[src/hw/ahb_consts.svh]
`ifndef AHB_CONSTS_SVH
`define AHB_CONSTS_SVH

// Clock period in picoseconds (250 MHz)
`define AHB_CLK_PS 4000
// Least write strobe low time, ns
`define AHB_WR_PULSE_NS 250
`define AHB_WR_PULSE_CYC ((`AHB_WR_PULSE_NS * 1000 + `AHB_CLK_PS - 1) / `AHB_CLK_PS)
// Least delay from write strobe rise to read strobe fall, ns
`define AHB_WR_TO_RD_NS 250
`define AHB_WR_TO_RD_CYC ((`AHB_WR_TO_RD_NS * 1000 + `AHB_CLK_PS - 1) / `AHB_CLK_PS)
// Cycles before ready status is trusted after the read strobe falls
`define AHB_RDY_SETTLE_CYC 2
// Least read strobe low time after data is valid, ns
`define AHB_RD_HOLD_NS 20
`define AHB_RD_HOLD_CYC ((`AHB_RD_HOLD_NS * 1000 + `AHB_CLK_PS - 1) / `AHB_CLK_PS)
// Least conversion start spacing: 1 MHz maximum rate, ns
`define AHB_START_PERIOD_NS 1000
`define AHB_START_PERIOD_CYC ((`AHB_START_PERIOD_NS * 1000 + `AHB_CLK_PS - 1) / `AHB_CLK_PS)
// Result width and FIFO depth
`define AHB_DATA_W 8
`define AHB_FIFO_DEPTH 32
`define AHB_CNT_W 9

`endif

[src/hw/ahb_pkg.sv]
package ahb_pkg;
   // Controller states
   typedef enum logic [2:0] {
      AHB_IDLE,
      AHB_WR_LOW,
      AHB_WR_GAP,
      AHB_WAIT_DONE,
      AHB_RD_LOW,
      AHB_RD_END
   } ahb_state_t;

   // Strobes driven onto the converter
   typedef struct packed {
      logic cs_b;
      logic rd_b;
      logic wr_b;
   } ahb_strobe_t;

   // Status returned by the converter
   typedef struct packed {
      logic done_b;
      logic ready_b;
   } ahb_status_t;
endpackage

[src/hw/ahb_fifo.sv]
`timescale 1ns/1ps
`default_nettype none
module ahb_fifo #(
   parameter int WIDTH = 8,
   parameter int DEPTH = 32
) (
   // Clock and reset
   input wire logic mclk,
   input wire logic rst_b,
   input wire logic clk_en,
   // Fill side
   input wire logic in_valid,
   output logic in_ready,
   input wire logic [WIDTH-1:0] in_data,
   // Drain side
   output logic out_valid,
   input wire logic out_ready,
   output logic [WIDTH-1:0] out_data
);
   localparam int AW = $clog2(DEPTH);
   logic [WIDTH-1:0] mem [DEPTH];
   logic [AW-1:0] wp_r, wp_nxt, rp_r, rp_nxt;
   logic [AW:0] cnt_r, cnt_nxt;
   logic push, pop;

   // Handshakes
   assign in_ready = (cnt_r != (AW+1)'(DEPTH));
   assign out_valid = (cnt_r != '0);
   assign push = in_valid && in_ready;
   assign pop = out_valid && out_ready;
   assign out_data = mem[rp_r];

   // Pointer next values
   always_comb begin
      wp_nxt = push ? wp_r + AW'(1) : wp_r;
      rp_nxt = pop ? rp_r + AW'(1) : rp_r;
      cnt_nxt = cnt_r + (AW+1)'(push) - (AW+1)'(pop);
   end

   // Pointer registers
   always_ff @(posedge mclk or negedge rst_b) begin
      if (!rst_b) begin
         wp_r <= '0;
         rp_r <= '0;
         cnt_r <= '0;
      end else if (clk_en) begin
         wp_r <= wp_nxt;
         rp_r <= rp_nxt;
         cnt_r <= cnt_nxt;
      end
   end

   // Storage
   always_ff @(posedge mclk) begin
      if (clk_en && push) begin
         mem[wp_r] <= in_data;
      end
   end
endmodule
`default_nettype wire

[src/hw/ahb_host.sv]
// Behaviour
// - Read mode: hold read low while ready status is low.
// - Read mode: conversion-complete low may end the access as acknowledge.
// - Write-read mode: write starts conversion, later read returns result.
// - Write-read mode: poll conversion-complete low before reading.
// - Write-read mode: conversion-complete triggers read pulse capturing result into a FIFO.
// - Conversions start from a precise timer, not software timing; here a start follows start_tick, gated by the gap counter and FIFO room.
// - Starts never faster than 1 MHz.
// - Mode low selects read mode; high selects write-read mode.
// - Write-read mode: read may fall 250 ns after write rises.
`timescale 1ns/1ps
`default_nettype none
`include "ahb_consts.svh"
module ahb_host (
   // Clock, reset, enable
   input wire logic mclk,
   input wire logic rst_b,
   input wire logic clk_en,
   // User side
   input wire logic mode_wr_rd,
   input wire logic start_tick,
   input wire logic early_read,
   output logic busy,
   output logic start_dropped,
   output logic sample_valid,
   input wire logic sample_ready,
   output logic [`AHB_DATA_W-1:0] sample_data,
   output logic sample_signed_b,
   input wire logic bipolar,
   // Converter pins
   output logic conv_mode,
   output ahb_pkg::ahb_strobe_t strobe,
   input wire ahb_pkg::ahb_status_t status,
   input wire logic [`AHB_DATA_W-1:0] result_bus
);
   ahb_pkg::ahb_state_t st_r, st_nxt;
   logic [`AHB_CNT_W-1:0] tmr_r, tmr_nxt;
   logic [`AHB_CNT_W-1:0] gap_r, gap_nxt;
   logic mode_r, mode_nxt;
   logic pend_r, pend_nxt;
   logic early_r, early_nxt;
   logic drop_r, drop_nxt;
   logic [`AHB_DATA_W-1:0] cap_r, cap_nxt;
   logic cap_v_r, cap_v_nxt;
   logic fifo_in_ready, data_ok, done_seen, ok_start;
   logic rd_stall;
   logic [`AHB_CNT_W-1:0] rd_last;

   // Converter acknowledges: ready released high or complete driven low
   assign done_seen = !status.done_b;
   assign data_ok = status.ready_b || done_seen;
   assign ok_start = (gap_r == '0) && fifo_in_ready;
   assign busy = (st_r != ahb_pkg::AHB_IDLE);
   assign start_dropped = drop_r;
   assign sample_signed_b = !bipolar;
   assign conv_mode = mode_r;

   // Ready status judged only once the converter had time to pull it low
   assign rd_stall = !mode_r && (tmr_r == `AHB_CNT_W'(`AHB_RDY_SETTLE_CYC)) && !data_ok;
   assign rd_last = mode_r ? `AHB_CNT_W'(`AHB_RD_HOLD_CYC) :
      `AHB_CNT_W'(`AHB_RDY_SETTLE_CYC + `AHB_RD_HOLD_CYC);

   // Strobes decoded from state
   always_comb begin
      strobe.cs_b = 1'b1;
      strobe.rd_b = 1'b1;
      strobe.wr_b = 1'b1;
      case (st_r)
         ahb_pkg::AHB_WR_LOW: begin
            strobe.cs_b = 1'b0;
            strobe.wr_b = 1'b0;
         end
         ahb_pkg::AHB_RD_LOW: begin
            strobe.cs_b = 1'b0;
            strobe.rd_b = 1'b0;
         end
         default: begin
            strobe.cs_b = 1'b1;
         end
      endcase
   end

   // Sequencer next state
   always_comb begin
      st_nxt = st_r;
      tmr_nxt = tmr_r;
      gap_nxt = (gap_r != '0) ? gap_r - `AHB_CNT_W'(1) : gap_r;
      mode_nxt = mode_r;
      pend_nxt = pend_r || (start_tick && st_r == ahb_pkg::AHB_IDLE);
      early_nxt = early_r;
      drop_nxt = 1'b0;
      cap_nxt = cap_r;
      cap_v_nxt = 1'b0;
      if (start_tick && (pend_r || st_r != ahb_pkg::AHB_IDLE)) begin
         drop_nxt = 1'b1;
      end
      case (st_r)
         ahb_pkg::AHB_IDLE: begin
            if (pend_r && ok_start) begin
               pend_nxt = 1'b0; // A tick in this cycle is refused and flagged
               mode_nxt = mode_wr_rd;
               early_nxt = early_read;
               gap_nxt = `AHB_CNT_W'(`AHB_START_PERIOD_CYC - 1);
               tmr_nxt = '0;
               st_nxt = mode_wr_rd ? ahb_pkg::AHB_WR_LOW : ahb_pkg::AHB_RD_LOW;
            end else if (!pend_r) begin
               mode_nxt = mode_wr_rd;
            end
         end
         ahb_pkg::AHB_WR_LOW: begin
            tmr_nxt = tmr_r + `AHB_CNT_W'(1);
            if (tmr_r >= `AHB_CNT_W'(`AHB_WR_PULSE_CYC - 1)) begin
               tmr_nxt = '0;
               st_nxt = early_r ? ahb_pkg::AHB_WR_GAP : ahb_pkg::AHB_WAIT_DONE;
            end
         end
         ahb_pkg::AHB_WR_GAP: begin
            tmr_nxt = tmr_r + `AHB_CNT_W'(1);
            if (tmr_r >= `AHB_CNT_W'(`AHB_WR_TO_RD_CYC - 1)) begin
               tmr_nxt = '0;
               st_nxt = ahb_pkg::AHB_RD_LOW;
            end
         end
         ahb_pkg::AHB_WAIT_DONE: begin
            if (done_seen) begin
               tmr_nxt = '0;
               st_nxt = ahb_pkg::AHB_RD_LOW;
            end
         end
         ahb_pkg::AHB_RD_LOW: begin
            // Read mode stalls at the settle point on ready status; write-read reads at once
            if (!rd_stall) begin
               tmr_nxt = tmr_r + `AHB_CNT_W'(1);
            end
            if (tmr_r >= rd_last) begin
               cap_nxt = result_bus;
               cap_v_nxt = 1'b1;
               tmr_nxt = '0;
               st_nxt = ahb_pkg::AHB_RD_END;
            end
         end
         ahb_pkg::AHB_RD_END: begin
            st_nxt = ahb_pkg::AHB_IDLE;
         end
         default: begin
            st_nxt = ahb_pkg::AHB_IDLE;
         end
      endcase
   end

   // Sequencer registers
   always_ff @(posedge mclk or negedge rst_b) begin
      if (!rst_b) begin
         st_r <= ahb_pkg::AHB_IDLE;
         tmr_r <= '0;
         gap_r <= '0;
         mode_r <= 1'b0;
         pend_r <= 1'b0;
         early_r <= 1'b0;
         drop_r <= 1'b0;
         cap_r <= '0;
         cap_v_r <= 1'b0;
      end else if (clk_en) begin
         st_r <= st_nxt;
         tmr_r <= tmr_nxt;
         gap_r <= gap_nxt;
         mode_r <= mode_nxt;
         pend_r <= pend_nxt;
         early_r <= early_nxt;
         drop_r <= drop_nxt;
         cap_r <= cap_nxt;
         cap_v_r <= cap_v_nxt;
      end
   end

   // Result FIFO; a start waits for room so no capture is lost
   ahb_fifo #(
      .WIDTH(`AHB_DATA_W),
      .DEPTH(`AHB_FIFO_DEPTH)
   ) u_fifo (
      .mclk(mclk),
      .rst_b(rst_b),
      .clk_en(clk_en),
      .in_valid(cap_v_r),
      .in_ready(fifo_in_ready),
      .in_data(cap_r),
      .out_valid(sample_valid),
      .out_ready(sample_ready),
      .out_data(sample_data)
   );

   // Start spacing never below the 1 MHz period
   start_rate_a: assert property (@(posedge mclk) disable iff (!rst_b)
      (st_r == ahb_pkg::AHB_IDLE && st_nxt != ahb_pkg::AHB_IDLE && clk_en)
      |-> gap_r == '0 && gap_nxt == `AHB_CNT_W'(`AHB_START_PERIOD_CYC - 1))
      else $error("start spacing counter not loaded");
   write_pulse_a: assert property (@(posedge mclk) disable iff (!rst_b)
      $fell(strobe.wr_b) |-> strobe.cs_b == 1'b0)
      else $error("write strobe without chip select");
   rd_select_a: assert property (@(posedge mclk) disable iff (!rst_b)
      !strobe.rd_b |-> !strobe.cs_b && strobe.wr_b)
      else $error("read strobe without chip select");
   wr_rd_gap_a: assert property (@(posedge mclk) disable iff (!rst_b)
      (st_r == ahb_pkg::AHB_WR_GAP && clk_en) |-> strobe.rd_b && strobe.wr_b)
      else $error("strobe active in write to read gap");
   read_wait_a: assert property (@(posedge mclk) disable iff (!rst_b)
      (st_r == ahb_pkg::AHB_RD_LOW && !mode_r && clk_en && !data_ok &&
       tmr_r == `AHB_CNT_W'(`AHB_RDY_SETTLE_CYC))
      |=> !strobe.rd_b && tmr_r == `AHB_CNT_W'(`AHB_RDY_SETTLE_CYC))
      else $error("read released while converter holds wait");
   poll_done_a: assert property (@(posedge mclk) disable iff (!rst_b)
      (st_r == ahb_pkg::AHB_WAIT_DONE && status.done_b) |=> strobe.rd_b)
      else $error("read before conversion complete");
   capture_push_a: assert property (@(posedge mclk) disable iff (!rst_b)
      (clk_en && st_r == ahb_pkg::AHB_RD_END) |-> cap_v_r)
      else $error("captured result not pushed");
   mode_pin_a: assert property (@(posedge mclk) disable iff (!rst_b)
      (st_r == ahb_pkg::AHB_WR_LOW) |-> conv_mode)
      else $error("write strobe in read mode");
endmodule
`default_nettype wire

[config.mk]
export PLATFORM = sky130hd
export DESIGN_NAME = ahb_host
export DESIGN_NICKNAME = d
export VERILOG_FILES = /design/src/hw/ahb_pkg.sv /design/src/hw/ahb_fifo.sv /design/src/hw/ahb_host.sv
export VERILOG_INCLUDE_DIRS = /design/src /design/src/hw
export SDC_FILE = /design/constraint.sdc
export NUM_CORES = 1
export LEC_CHECK = 0
export ABC_AREA = 1
export ABC_CLOCK_PERIOD_IN_PS = 4100
export BUFFER_PORTS_ARGS = -buffer_cell sky130_fd_sc_hd__buf_4
export CAP_MARGIN = 40
export CORE_MARGIN = 2
export CORE_UTILIZATION = 35
export DETAILED_ROUTE_END_ITERATION = 6
export PLACE_DENSITY = 0.55
export SYNTH_ARGS = -nofsm -noshare
export SYNTH_HDL_FRONTEND = slang
export SYNTH_SLANG_ARGS = --single-unit
[constraint.sdc]
create_clock -name mclk -period 4.1 [get_ports mclk]
set_clock_uncertainty 0.15 [all_clocks]
set_input_delay 0.615 -clock mclk [delete_from_list [all_inputs] [get_ports mclk]]
set_output_delay 0.615 -clock mclk [all_outputs]
set_load 0.005 [all_outputs]
Yosys cells after proc, flatten, opt, wreduce, memory -nomap -nowiden
Memory sizes are Yosys's and may differ from the RTL's.
Index checks and enable logic that the tools add are counted.
Widths: inputs -> output; s select.
- word-level logic and storage cells: 95
- memories kept: 1
- input bits: 18
- register bits: 50
- RAM bits: 256
- output and inout bits: 16
- magnitude comparators: 2
- multiplexer cells: 30
- equal/unequal tests: 13
- reductions and logical operators: 31
- add/subtract/negate cells: 6
- memories (name ; depth ; width ; read ports ; clocked after memory_dff ; write ports ; RTL line ; source):
    u_fifo.mem ; 32 ; 8 ; 1 ; 0 ; 1 ; ahb_fifo.sv:21 ; logic [WIDTH-1:0] mem [DEPTH];
- operator list (cell ; number):
    $mux 9 ; 8
    $pmux 9 s4 ; 1
    $mux 3 ; 6
    $pmux 3 s5 ; 1
    $mux 1 ; 13
    $add 5x1->5 const B ; 2
    $add 9x1->9 const B ; 1
    $eq 9x2->1 const B ; 1
    $ge 9x3->1 ; 1
    $ge 9x6->1 const B ; 1
    $logic_and 1x1->1 ; 9
    $logic_not 9->1 ; 1
    $reduce_and 3->1 ; 3
    $reduce_bool 9->1 ; 1
    $sub 9x1->9 const B ; 1
    $ne 2x2->1 const B ; 4
    $add 6x1->6 ; 1
    $eq 3x2->1 const B ; 2
    $ne 6x6->1 const B ; 1
    $reduce_and 6->1 ; 1
    $reduce_bool 6->1 ; 1
    $sub 6x1->6 ; 1
    $reduce_and 5->1 ; 1
    $logic_not 1->1 ; 4
    11 further kinds ; 16

Longest topological paths before layout
- depth in word-level cells: 7
- mapped depth: 16
- gate-level depth less buffers: 16

By module
A second synthesis with hierarchy kept.
- cell total of the unflattened synthesis: 1418
- area, all modules: 13975.9 sq um
- by module, submodules not included (module ; area each (sq um) ; seq. area each (sq um) ; cells each ; times used):
    ahb_fifo ; 11905.2 ; 8087.8 ; 1144 ; 1
    ahb_host ; 2070.7 ; 850.8 ; 274 ; 1

Least setup slack after synthesis
No wires, ideal clock.
- path type: reg-to-reg
- start point: register u_fifo.cnt_r[2]
- end point: register u_fifo.cnt_r[4]
- path buffers: 0
- clock period less this slack: 2.406 ns
- library setup time: 0.083 ns
- data required time: 3.867 ns
- path slack: 1.694 ns
- stages on the path, launching flop included: 17
- arrival: 2.174 ns
- cells stage by stage: dfrtp_1 > inv_1 > ha_1 > nand3_1 > nand2_1 > inv_1 > ha_1 > inv_1 > ha_1 > inv_1 > fa_1 > inv_1 > nand2_1 > nand2_1 > a21oi_1 > xor2_1 > o21ai_0
- elaborated cells on any way between the ends: 6
- classes of those cells: add/sub (2); eq/ne (1); reduce/logical (3)
- RTL lines (item ; RTL line ; source):
    start: declaration ; ahb_fifo.sv:23 ; logic [AW:0] cnt_r, cnt_nxt;
    start signal: assignment ; ahb_fifo.sv:49 ; cnt_r <= cnt_nxt;
    $reduce_bool 6->1 ; ahb_fifo.sv:28 ; assign out_valid = (cnt_r != '0);
    named net sample_valid ; ahb_host.sv:25 ; output logic sample_valid,
    $logic_and 1x1->1 ; ahb_fifo.sv:30 ; assign pop = out_valid && out_ready;
    $sub 6x1->6 ; ahb_fifo.sv:37 ; cnt_nxt = cnt_r + (AW+1)'(push) - (AW+1)'(pop);
The timed path passes the listed nets, and every way through them passes these cells.
A chain may end at the register's enable or synchronous reset.

Worst setup path after layout
- start point: register u_fifo.rp_r[1]
- end point: output sample_data[3]
- word-level cells in the longest chain between the ends: 1
- ends and longest elaborated chain (item ; RTL line ; source):
    start: declaration ; ahb_fifo.sv:22 ; logic [AW-1:0] wp_r, wp_nxt, rp_r, rp_nxt;
    start signal: assignment ; ahb_fifo.sv:48 ; rp_r <= rp_nxt;
    $mem_v2 32x8 ; -- ;
    end: declaration ; ahb_host.sv:27 ; output logic [`AHB_DATA_W-1:0] sample_data,
Every way passes these cells.

==> results by group <==
CTS
  • Max Buffers Root-to-Sink: 3
  • Inserted Clock Buffers: 34
  • Root buffer cell: clkbuf_16
  • Clock slew at reported path FFs: 0.07 ns
  • CTS tree: built
  • Resized Gates After CTS: 0
  • CTS H-tree depth: 2
  • Sink Count: 306
  • Post-CTS setup buffers: 0
  • Hold Buf Count CTS: 0
  • Clk Latency, worst-skew pair: between 0.5 and 0.6 ns

Critical path
  • CP Launch Type: flip-flop
  • Worst path most repeated cell: nand2_1
  • CP max-delay cell: buf_4
  • Critical Path AT: 2.68 ns
  • Worst Reg-to-Reg Cells: 9
  • Slowest stage delay, CP: 0.66 ns
  • Worst reg2reg setup slack: 1.29 ns
  • CP required: 3.34 ns
  • Critical path class: flip-flop to primary output
  • Crit path cell chain: buf_4 -> nand3_1 -> nand3_1 -> nand2_1 -> a21oi_1 -> nand2_1 -> nand2_1 -> inv_1 -> buf_4
  • Launch point of the worst reg-to-reg path: u_fifo.cnt_r[2]
  • Top Family by Delay on Critical Path: buffers and inverters
  • Largest fanout on the critical path: 73
  • Crit. End Element: primary output
  • CP Buf/Inv Count: 3
  • RR Endpoint: u_fifo.mem[25][7]

STA
  • Setup ws final: 0.657 ns
  • Final worst path period share: 0.840
  • Tmin final: between 3 and 4 ns
  • Final hold slack: -0.0329 ns
  • Final Hold Fails: 8
  • Slew Viols, Final: 0
  • RSZ-0062 raised after global routing: false
  • Endpoints failing setup: 0
  • Worst-Margin Slew: 0.871 ns
  • Setup_tns: 0 ns
  • Slew Limit Headroom: 0.417
  • Fmax achieved: 290 MHz

Routing
  • DRC violations left: 0
  • Via count: 9076
  • WL per Instance: 17.8 um
  • WL final: 32700 um
  • Antenna Nets Post-Route: 0
  • DR iter-0 viols: approximately 900
  • Via density: 4.94
  • First-pass DRT Iterations: 7

Synthesis
  • Synth Register Bits: 306
  • Syn_nets: ~1300
  • Post-synth top area share: 0.576
  • EDFF count, synth: 256
  • Synth top area cells: edfxtp_1 (58%), dfrtp_1 (9.4%), nand2_1 (7.4%), nor2_1 (6.4%), nand3_1 (5.1%)
  • Ys async rst share: 0.163
  • Syn_area_per_cell: 10.5 um^2
  • Mapped Area: 13400 um^2
  • Synth Instances: 1269
  • Area leader, netlist: edfxtp_1
  • Top_reg_cell synth: edfxtp_1
  • Netlist cell types: 33
  • Synth warn: 0
  • Seq/Total Area, Yosys: 0.669

GRT
  • Global-route wire length before repair: between 50000 and 60000 um
  • Initial antenna violation count: 0
  • Met1 usage: 0.247
  • GRT busiest layer: met2
  • Pin count of the biggest net entering global routing: 131
  • Vias in the first global route: 8709
  • Met2 Usage GRT: 0.253
  • GR Layer Usage met3: 0.0241
  • Total global routing overflow: 0
  • GRT Total Usage: 0.167

Status
  • Status: finished, violations left
  • Violated checks: hold timing

Power and ir drop
  • Maximum VDD drop: 0.000312 V
  • PwrDens: 738 nW/um^2
  • Total leakage power: 5.85 nW

Place
  • Port buffer count: 33
  • Post-DP HPWL: between 15000 and 20000 um
  • Setup slack after placement: 1.21 ns
  • Dpl cell area: 14100 um^2
  • Final GP Congestion: 0.856

Job
  • Max-cap viol count: 0

Floorplanning
  • Full die area: approximately 40000 um^2
  • Top-Level Pins: 34
  • Die Y-Extent: 199 um
  • Rows: 71
  • Starting density of the core: 0.355
  • Die width: 199 um
  • CORE AREA: 37700 um^2

Min path
  • Hold WC Path Type: input port to async pin

Final layout
  • Layout area overhead: 14.5%
  • Final Cell Area: 15300 um^2
  • # diodes: 0
  • Post-layout nets: 1338
  • Layout cells sized above 1: 0.0927
==> sequential cells by signal (all words and copies together), names as in the netlist <==
register,cells
pend_r,1
u_fifo.mem,256
early_r,1
tmr_r,9
cap_r,8
cap_v_r,1
u_fifo.wp_r,5
u_fifo.rp_r,5
conv_mode,1
st_r,3
u_fifo.cnt_r,6
start_dropped,1
gap_r,9
==> worst max path at each step <==
stage | from | endpoint | slack [ns] | cells past startpoint
2_1_floorplan | u_fifo.cnt_r[2] | u_fifo.cnt_r[4] | 1.69 | 16
3_3_place_gp | u_fifo.rp_r[1] | sample_data[1] | 1.25 | 10
3_5_place_dp | u_fifo.rp_r[0] | sample_data[0] | 1.21 | 10
4_1_cts | u_fifo.rp_r[0] | sample_data[7] | 0.65 | 12
5_1_grt | u_fifo.rp_r[0] | sample_data[7] | 0.47 | 12
6_report | u_fifo.rp_r[1] | sample_data[3] | 0.66 | 9
==> cells in the mapped netlist, types with 4 or more instances <==
master and count:
buf_4 10, o211ai_1 8, a21oi_1 22, nor2_1 229, nor3_1 5, o21ai_1 11
dfrtp_1 50, nand3_1 137, o21ai_0 102, edfxtp_1 256, nand2_1 262, xor2_1 12
inv_1 63, inv_2 9, nor2_2 4, clkbuf_1 12, ha_1 18, buf_1 7
nand4_1 8, buf_2 23
==> report_power, final <==
part / switching [mW] / total, mW / internal (mW)
registers: 0.234 / 4.17 / 3.94
clock network: 1.26 / 3.14 / 1.88
logic: 2.77 / 3.97 / 1.20
==> cell families (layout without fill, tap and decap cells) <==
kind of cell,Yosys count,after routing,synth area share
xor+xnor,12,12,0.00787
buf+inv,129,187,0.0429
simple gates,656,656,0.204
flops,306,306,0.669
compound gates,147,147,0.0575
fa+ha+maj,19,19,0.0184
==> layout by cell type (no fill, tap or decap), drive strengths merged, types with 2 or more instances in the layout <==
cell type | synthesis | layout
a21oi | 22 | 22
a31oi | 2 | 2
buf | 43 | 51
bufinv | 0 | 3
clkbuf | 12 | 45
clkinv | 2 | 13
dfrtp | 50 | 50
edfxtp | 256 | 256
ha | 18 | 18
inv | 72 | 74
nand2 | 265 | 265
nand3 | 140 | 140
nand3b | 2 | 2
nand4 | 8 | 8
nor2 | 235 | 235
nor3 | 5 | 5
o211ai | 8 | 8
o21ai | 113 | 113
xor2 | 12 | 12
==> per-layer routing <==
| metal | vias up | routed length (um) |
|---|---|---|
| li1 | 4381 | - |
| met1 | 4399 | 16000 |
| met2 | 251 | 14400 |
| met3 | 45 | 1680 |
| met4 | 0 | 646 |
| met5 | - | 0 |
==> through the flow <==
step	std cells	total power, mW	util
3_5_place_dp	1776	8.20	0.375
4_1_cts	1838	11.3	0.406
5_1_grt	1838	12.0	0.406
6_report	1838	11.3	0.406
3_3_place_gp	1773	8.12	0.374
2_1_floorplan	1269	6.74	-
==> cell type report <==
| cell class | count | area [um^2] |
|---|---|---|
| Sequential cell | 306 | 8940 |
| Clock buffer | 45 | 976 |
| Timing Repair Buffer | 51 | 428 |
| Clock inverter | 17 | 178 |
| Fill cell | 3681 | 22400 |
| Multi-Input combinational cell | 834 | 3840 |
| Tap cell | 511 | 639 |
| Inverter | 74 | 279 |
Power figures use the tool's default switching activity.
